[src/irqf_defines.vh]
`ifndef IRQF_DEFINES_VH
`define IRQF_DEFINES_VH

// ************************************************************
// register word indices (byte address divided by four)
// ************************************************************
`define IRQF_IDX_MASK2 8'h2b
`define IRQF_IDX_FILT 8'h2c
`define IRQF_IDX_PWR 8'h2d
`define IRQF_IDX_SRST 8'h30
`define IRQF_IDX_EVST 8'h31
`define IRQF_IDX_EVMSK 8'h32
`define IRQF_ADDR_W 10

// ************************************************************
// reset values
// ************************************************************
`define IRQF_RST_MASK2 8'h00
`define IRQF_RST_FILT 8'h23
`define IRQF_RST_PWR 2'h0
`define IRQF_RST_EVMSK 7'h00

// ************************************************************
// field positions
// ************************************************************
`define IRQF_POL_BIT 7
`define IRQF_SRC_HI 6
`define IRQF_RANGE_HI 7
`define IRQF_RANGE_LO 6
`define IRQF_FAST_BIT 5
`define IRQF_RSVD_BIT 4
`define IRQF_EXT_BIT 3
`define IRQF_RATE_HI 2
`define IRQF_RATE_LO 0
`define IRQF_NSRC 7

// ************************************************************
// codes and timing
// ************************************************************
`define IRQF_MODE_STANDBY 2'h0
`define IRQF_MODE_OPERATING_MODE_FIELD 2'h2
`define IRQF_RATE_MAX 3'h5
`define IRQF_SRST_KEY 8'h52
`define IRQF_MCLK_HZ 20000000
`define IRQF_SLOW_RATE_X2 25

`endif

[src/irqf_pin2_cfg.v]
// Added by the designer: register access over APB.
`timescale 1ns/1ps
`default_nettype none
`include "irqf_defines.vh"

module irqf_pin2_cfg #(
  parameter SLOW_PERIOD = `IRQF_MCLK_HZ * 2 / `IRQF_SLOW_RATE_X2
) (
  // clock and reset
  input wire mclk,
  input wire rst,
  // apb slave
  input wire [`IRQF_ADDR_W-1:0] paddr,
  input wire psel,
  input wire penable,
  input wire pwrite,
  input wire [31:0] pwdata,
  output reg [31:0] prdata,
  output reg pready,
  output reg pslverr,
  // status sources, levels
  input wire [`IRQF_NSRC-1:0] event_src,
  // second interrupt pin
  input wire second_irq_pin_in,
  output reg second_irq_pin_out,
  output reg second_irq_pin_oe,
  // configuration outputs
  output reg [1:0] full_scale_range,
  output reg fast_bus_mode_enable,
  output reg [2:0] output_sample_rate,
  output reg [2:0] filter_bw_code,
  output reg [1:0] operating_mode_field,
  output reg sample_strobe,
  // interrupt
  output reg irq
);

  // ************************************************************
  // functions
  // ************************************************************
  function [7:0] word_index;
    input [`IRQF_ADDR_W-1:0] a;
    begin
      word_index = a[`IRQF_ADDR_W-1:2];
    end
  endfunction

  function [31:0] rate_period;
    input [2:0] code;
    reg [2:0] c;
    begin
      c = (code > `IRQF_RATE_MAX) ? `IRQF_RATE_MAX : code;
      rate_period = SLOW_PERIOD >> c;
    end
  endfunction

  // ************************************************************
  // state
  // ************************************************************
  localparam [7:0] FILT_RST = `IRQF_RST_FILT;

  reg [7:0] irq_pin2_event_mask;
  reg [1:0] range_field;
  reg fast_bit;
  reg ext_trig;
  reg [2:0] rate_field;
  reg [1:0] mode_field;
  reg [`IRQF_NSRC-1:0] ev_status;
  reg [`IRQF_NSRC-1:0] ev_mask;
  reg [`IRQF_NSRC-1:0] src_prev;
  reg trig_prev;
  reg [31:0] tick_cnt;
  reg [31:0] rdata_mux;
  reg hit;

  wire access = psel & penable & pready;
  wire wr = access & pwrite;
  wire rd = access & ~pwrite;
  wire [7:0] idx = word_index(paddr);
  wire standby = (mode_field == `IRQF_MODE_STANDBY);
  wire measuring = (mode_field == `IRQF_MODE_OPERATING_MODE_FIELD);
  wire soft_rst = wr & (idx == `IRQF_IDX_SRST) &
    (pwdata[7:0] == `IRQF_SRST_KEY);
  wire [`IRQF_NSRC-1:0] src_rise = event_src & ~src_prev;
  wire clr_status = rd & (idx == `IRQF_IDX_EVST);

  // ************************************************************
  // read decode
  // ************************************************************
  always @* begin
    rdata_mux = 32'h0000_0000;
    hit = 1'b1;
    case (idx)
      `IRQF_IDX_MASK2: rdata_mux[7:0] = irq_pin2_event_mask;
      `IRQF_IDX_FILT: rdata_mux[7:0] = {range_field, fast_bit,
        1'b0, ext_trig, rate_field};
      `IRQF_IDX_PWR: rdata_mux[1:0] = mode_field;
      `IRQF_IDX_SRST: rdata_mux = 32'h0000_0000;
      `IRQF_IDX_EVST: rdata_mux[`IRQF_NSRC-1:0] = ev_status;
      `IRQF_IDX_EVMSK: rdata_mux[`IRQF_NSRC-1:0] = ev_mask;
      default: hit = 1'b0;
    endcase
  end

  // ************************************************************
  // apb handshake, one wait state
  // ************************************************************
  always @(posedge mclk) begin
    if (rst) begin
      pready <= 1'b0;
      prdata <= 32'h0000_0000;
      pslverr <= 1'b0;
    end else begin
      pready <= psel & penable & ~pready;
      prdata <= (psel & penable & ~pready & ~pwrite) ? rdata_mux :
        32'h0000_0000;
      pslverr <= psel & penable & ~pready & ~hit;
    end
  end

  // ************************************************************
  // configuration registers
  // ************************************************************
  always @(posedge mclk) begin
    if (rst | soft_rst) begin
      irq_pin2_event_mask <= `IRQF_RST_MASK2;
      range_field <= FILT_RST[`IRQF_RANGE_HI:`IRQF_RANGE_LO];
      fast_bit <= FILT_RST[`IRQF_FAST_BIT];
      ext_trig <= FILT_RST[`IRQF_EXT_BIT];
      rate_field <= FILT_RST[`IRQF_RATE_HI:`IRQF_RATE_LO];
      mode_field <= `IRQF_RST_PWR;
      ev_mask <= `IRQF_RST_EVMSK;
    end else if (wr) begin
      case (idx)
        `IRQF_IDX_MASK2: irq_pin2_event_mask <= pwdata[7:0];
        `IRQF_IDX_FILT: begin
          range_field <= pwdata[`IRQF_RANGE_HI:`IRQF_RANGE_LO];
          // write of one cannot set; bus master code has no path here
          if (standby) begin
            fast_bit <= fast_bit & pwdata[`IRQF_FAST_BIT];
          end
          ext_trig <= pwdata[`IRQF_EXT_BIT];
          rate_field <= pwdata[`IRQF_RATE_HI:`IRQF_RATE_LO];
        end
        `IRQF_IDX_PWR: mode_field <= pwdata[1:0];
        `IRQF_IDX_EVMSK: ev_mask <= pwdata[`IRQF_NSRC-1:0];
        default: mode_field <= mode_field;
      endcase
    end
  end

  // ************************************************************
  // sticky event status, set wins over read clear
  // ************************************************************
  genvar g;
  generate
    for (g = 0; g < `IRQF_NSRC; g = g + 1) begin : g_ev
      always @(posedge mclk) begin
        if (rst) begin
          ev_status[g] <= 1'b0;
        end else if (src_rise[g]) begin
          ev_status[g] <= 1'b1;
        end else if (clr_status) begin
          ev_status[g] <= 1'b0;
        end
      end
    end
  endgenerate

  // ************************************************************
  // source history for edge detection
  // ************************************************************
  always @(posedge mclk) begin
    if (rst) begin
      src_prev <= {`IRQF_NSRC{1'b0}};
    end else begin
      src_prev <= event_src;
    end
  end

  always @(posedge mclk) begin
    if (rst) begin
      trig_prev <= 1'b0;
    end else begin
      trig_prev <= second_irq_pin_in;
    end
  end

  // ************************************************************
  // per-source gating onto the second pin
  // ************************************************************
  wire [`IRQF_NSRC-1:0] routed_src;

  genvar s;
  generate
    for (s = 0; s < `IRQF_NSRC; s = s + 1) begin : g_route
      // one mask bit per source
      assign routed_src[s] = event_src[s] &
        irq_pin2_event_mask[s];
    end
  endgenerate

  // ************************************************************
  // second pin level and direction
  // ************************************************************
  wire pin2_any = |routed_src;

  // polarity flip after the level or
  wire next_pin2_out = pin2_any ^
    irq_pin2_event_mask[`IRQF_POL_BIT];

  // pin released while the far side drives triggers
  wire next_pin2_oe = ~ext_trig;

  always @(posedge mclk) begin
    if (rst) begin
      second_irq_pin_out <= 1'b0;
    end else begin
      second_irq_pin_out <= next_pin2_out;
    end
  end

  always @(posedge mclk) begin
    if (rst) begin
      second_irq_pin_oe <= 1'b0;
    end else begin
      second_irq_pin_oe <= next_pin2_oe;
    end
  end

  // ************************************************************
  // sample timing
  // ************************************************************
  reg [31:0] next_tick_cnt;
  reg next_sample_strobe;

  // last count of the current sample period
  wire [31:0] tick_last = rate_period(rate_field) - 32'h1;

  // rising edge seen on the pin in trigger mode
  wire trig_rise = second_irq_pin_in & ~trig_prev;

  always @* begin
    next_tick_cnt = 32'h0000_0000;
    next_sample_strobe = 1'b0;
    if (!measuring) begin
      // any mode other than measuring: timer cleared to zero, no samples
      next_tick_cnt = 32'h0000_0000;
      next_sample_strobe = 1'b0;
    end else if (ext_trig) begin
      // far side sets the sample times
      next_tick_cnt = 32'h0000_0000;
      next_sample_strobe = trig_rise;
    end else if (tick_cnt >= tick_last) begin
      // period complete, one strobe
      next_tick_cnt = 32'h0000_0000;
      next_sample_strobe = 1'b1;
    end else begin
      next_tick_cnt = tick_cnt + 32'h1;
      next_sample_strobe = 1'b0;
    end
  end

  always @(posedge mclk) begin
    if (rst) begin
      tick_cnt <= 32'h0000_0000;
    end else begin
      tick_cnt <= next_tick_cnt;
    end
  end

  always @(posedge mclk) begin
    if (rst) begin
      sample_strobe <= 1'b0;
    end else begin
      sample_strobe <= next_sample_strobe;
    end
  end

  // ************************************************************
  // interrupt level
  // ************************************************************
  wire next_irq = |(ev_status & ev_mask);

  always @(posedge mclk) begin
    if (rst) begin
      irq <= 1'b0;
    end else begin
      irq <= next_irq;
    end
  end

  // ************************************************************
  // configuration copies
  // ************************************************************
  always @(posedge mclk) begin
    if (rst) begin
      full_scale_range <= 2'h0;
    end else begin
      full_scale_range <= range_field;
    end
  end

  always @(posedge mclk) begin
    if (rst) begin
      fast_bus_mode_enable <= 1'b1;
    end else begin
      fast_bus_mode_enable <= fast_bit;
    end
  end

  always @(posedge mclk) begin
    if (rst) begin
      output_sample_rate <= 3'h0;
    end else begin
      output_sample_rate <= rate_field;
    end
  end

  // bandwidth code equals rate code: half the rate
  always @(posedge mclk) begin
    if (rst) begin
      filter_bw_code <= 3'h0;
    end else begin
      filter_bw_code <= rate_field;
    end
  end

  always @(posedge mclk) begin
    if (rst) begin
      operating_mode_field <= 2'h0;
    end else begin
      operating_mode_field <= mode_field;
    end
  end

endmodule

`default_nettype wire

[config.mk]
export PLATFORM = sky130hd
export DESIGN_NAME = irqf_pin2_cfg
export DESIGN_NICKNAME = d
export VERILOG_FILES = /design/src/irqf_pin2_cfg.v
export VERILOG_INCLUDE_DIRS = /design/src /design/src/src
export SDC_FILE = /design/constraint.sdc
export NUM_CORES = 1
export LEC_CHECK = 0
export ABC_CLOCK_PERIOD_IN_PS = 3700
export BUFFER_PORTS_ARGS = -buffer_cell sky130_fd_sc_hd__buf_2
export CAP_MARGIN = 10
export CORE_MARGIN = 5
export CORE_UTILIZATION = 45
export CTS_CLUSTER_DIAMETER = 40
export DETAILED_ROUTE_END_ITERATION = 10
export GPL_ROUTABILITY_DRIVEN = 0
export PLACE_DENSITY = 0.69
export SLEW_MARGIN = 10
export SYNTH_ARGS = -nofsm -noshare
export SYNTH_HDL_FRONTEND = slang
export SYNTH_SLANG_ARGS = --single-unit
export TNS_END_PERCENT = 30
[constraint.sdc]
create_clock -name mclk -period 3.7 [get_ports mclk]
set_input_delay 0.185 -clock mclk [delete_from_list [all_inputs] [get_ports mclk]]
set_output_delay 0.185 -clock mclk [all_outputs]
set_load 0.02 [all_outputs]
==> metrics.txt <==
Detailed Place HPWL=7280 µm; Hold Path Class=primary input to flip-flop; postcts setup bufs=0; Die Span Y=110 µm; DIE AREA=12100 µm²; Pre-antenna DRT Iters=5; WL final=9970 µm; final period utilization=88.0%; number of global-route vias before repair=3372; Final nets=609; first-pass GRT wire length=15900 µm; clock buffer depth=2; DR vias/cell=5.20; Num CTS Buffers=9; worst reg-to-reg setup slack=0.44 ns; I/O Pins=104; CTS tree=yes; pwr dens=368 nW/µm²; GRT overflow=0; max cap viols=0; Starting Density=46.1%; Main synth FF type=dfxtp_1; hold_buf cts=0; core footprint=9730 µm²; Post-synth ARST share=0%; clock skew=0.0110 ns; Initial DRC Count=167; actual slew at the worst max-slew pin=1.16 ns; Final Hold Fails=0; Final Slew Violations=0; Final Hold Slack=0.0450 ns; WP data arrival=3.49 ns; status=finished clean; clk root buf=clkbuf_8; mapped cell area=4480 µm²; final setup vio count=0; H-tree levels=3; share of cells above drive strength 1=15.6%; Synth cell types=61; num rows=36; syn avg cell area=9.47 µm²; Leak Pwr=2.01 nW; crit path from=rate_field[2]; Setup crit end kind=flip-flop; initial antenna violation count=0; Critical Path Fanout Max=7; DR WL/cell=15.0 µm; Skew-Pair Late Insertion Delay=0.37 ns; post-synthesis register bit count=93; Synth Warn #=0; min cycle time layout=3.26 ns; CTS Sinks=93; WP data required=3.93 ns; Critical Path Start Type=flip-flop; post-route ant nets=0; largest net degree at the start of global routing=25; GRT Resource Usage Total=16.9%; residual DRC count=0; synthesis-to-layout area growth=11.1%; reg2reg path depth=16; Setup TNS=0 ns; number of synthesized flops with an enable pin=0; critical path class=flip-flop to flip-flop; port bufs=53; RSZ-0062 raised after global routing=false; Reg-to-Reg End=sample_strobe; Max Freq=0.307 GHz; Worst R2R Start=rate_field[2]; Ant. Diodes=0; Worst-path clk slew=0.10 ns; Worst Setup EP=sample_strobe; slew margin rel.=22.4%; post-synthesis sequential area ratio=41.6%; routed vias=3459; die width=110 µm; Worst VDD drop=0.175 mV; Cells after Synth=473
-- through the flow --
stage,instances,power (mW),area [µm²],setup WS [ns],util (%)
floorplan,505,1.14,4600,0.461,-
finish,665,1.83,4980,0.444,51.2
detailed placement,649,1.15,4760,0.0855,48.9
CTS,665,1.85,4960,0.0653,51.0
global placement,649,1.15,4760,0.205,48.9
global route,665,1.91,4980,0.0591,51.2
-- cell usage after synthesis, drive strengths merged (7+ instances only) --
cell type | n | area [µm²]
nand3 | 8 | 40.0
ha | 27 | 338
nand4 | 7 | 43.8
clkbuf | 7 | 26.3
dfxtp | 93 | 1860
a22o | 7 | 61.3
a21oi | 17 | 85.1
mux2i | 25 | 250
nor3 | 33 | 165
nor2b | 16 | 100
a222oi | 7 | 70.1
xor2 | 12 | 105
buf | 38 | 269
xnor2 | 13 | 114
inv | 19 | 71.3
nand2 | 27 | 101
nor2 | 46 | 180
-- sequential cells by signal, summed over array words and instances, names as in the netlist, 2 cells and up --
signal,count
ev_mask,7
ev_status,7
filter_bw_code,3
full_scale_range,2
irq_pin2_event_mask,8
mode_field,2
operating_mode_field,2
prdata,8
range_field,2
rate_field,3
src_prev,7
tick_cnt,32
-- worst min-delay path by stage --
stage / from / to / slack, ns / cells past startpoint
floorplan: pwrite / prdata[7] / 0.26 / 1
detailed placement: pwrite / prdata[7] / 0.44 / 2
CTS: pwrite / prdata[7] / 0.03 / 2
global route: pwrite / prdata[7] / 0.04 / 2
finish: pwrite / prdata[7] / 0.05 / 2
global placement: pwrite / prdata[7] / 0.43 / 2
-- repair_timing --
| action | CTS | global route |
|---|---|---|
| endpoints found under the setup margin | 0 | 23 |
| endpoints found under the hold margin | 0 | 0 |
| resized for setup | 0 | 4 |
-- layout by cell type, fill, tap and decap left out, types with 12 or more instances in the layout --
| cell | count |
|---|---|
| inv_1 | 18 |
| nor3_1 | 33 |
| conb_1 | 34 |
| xnor2_1 | 13 |
| nand2_1 | 27 |
| dfxtp_1 | 93 |
| buf_2 | 53 |
| a21oi_1 | 17 |
| nor2_1 | 45 |
| nor2b_1 | 16 |
| xor2_1 | 12 |
| mux2i_1 | 25 |
| ha_1 | 26 |
-- power breakdown --
group	total [mW]	switching (mW)	internal, mW
registers	1.03	0.0108	1.02
clock network	0.699	0.377	0.321
logic	0.101	0.0701	0.0308
-- cell type report --
type	count	area [µm²]
clock buffer	9	124
clock inverter	7	80.1
fill	945	4750
inverter	19	71.3
multi-input combinational	348	2390
sequential	93	1860
tap	133	166
timing repair buffer	56	288
-- routing by layer --
| metal | wire, µm | vias to the layer above | global-route usage (%) |
|---|---|---|---|
| li1 | - | 1722 | - |
| met2 | 4730 | 101 | 27.5 |
| met5 | 0 | - | 0 |
| met1 | 4470 | 1622 | 21.5 |
| met3 | 644 | 14 | 4.40 |
| met4 | 131 | 0 | 5.97 |
-- critical path, stage by stage (launching register included) --
cell and delay [ns]:
dfxtp_1 0.37, inv_2 0.14, nand2_1 0.14, inv_1 0.13
ha_2 0.26, nand2_1 0.09, ha_1 0.23, nand2_1 0.08
xnor2_1 0.12, nor2_1 0.06, a21oi_1 0.14, ha_1 0.25
and4_1 0.21, a31oi_1 0.18, a21oi_1 0.09, a2111oi_0 0.50
nor2_1 0.14
-- cell families (layout without fill, tap and decap cells) --
| group | Yosys count | after routing | synth area share, % |
|---|---|---|---|
| muxes | 26 | 26 | 5.84 |
| xor gates and xnor gates | 25 | 25 | 4.89 |
| and+or+nand+nor | 170 | 170 | 20.7 |
| buffers and inverters | 64 | 91 | 8.18 |
| adders and majority gates | 27 | 27 | 7.54 |
| AOI/OAI and AO/OA | 66 | 66 | 11.1 |
| DFF | 93 | 93 | 41.6 |
| other | 2 | 34 | 0.168 |
(Power assumes the default switching activity.)
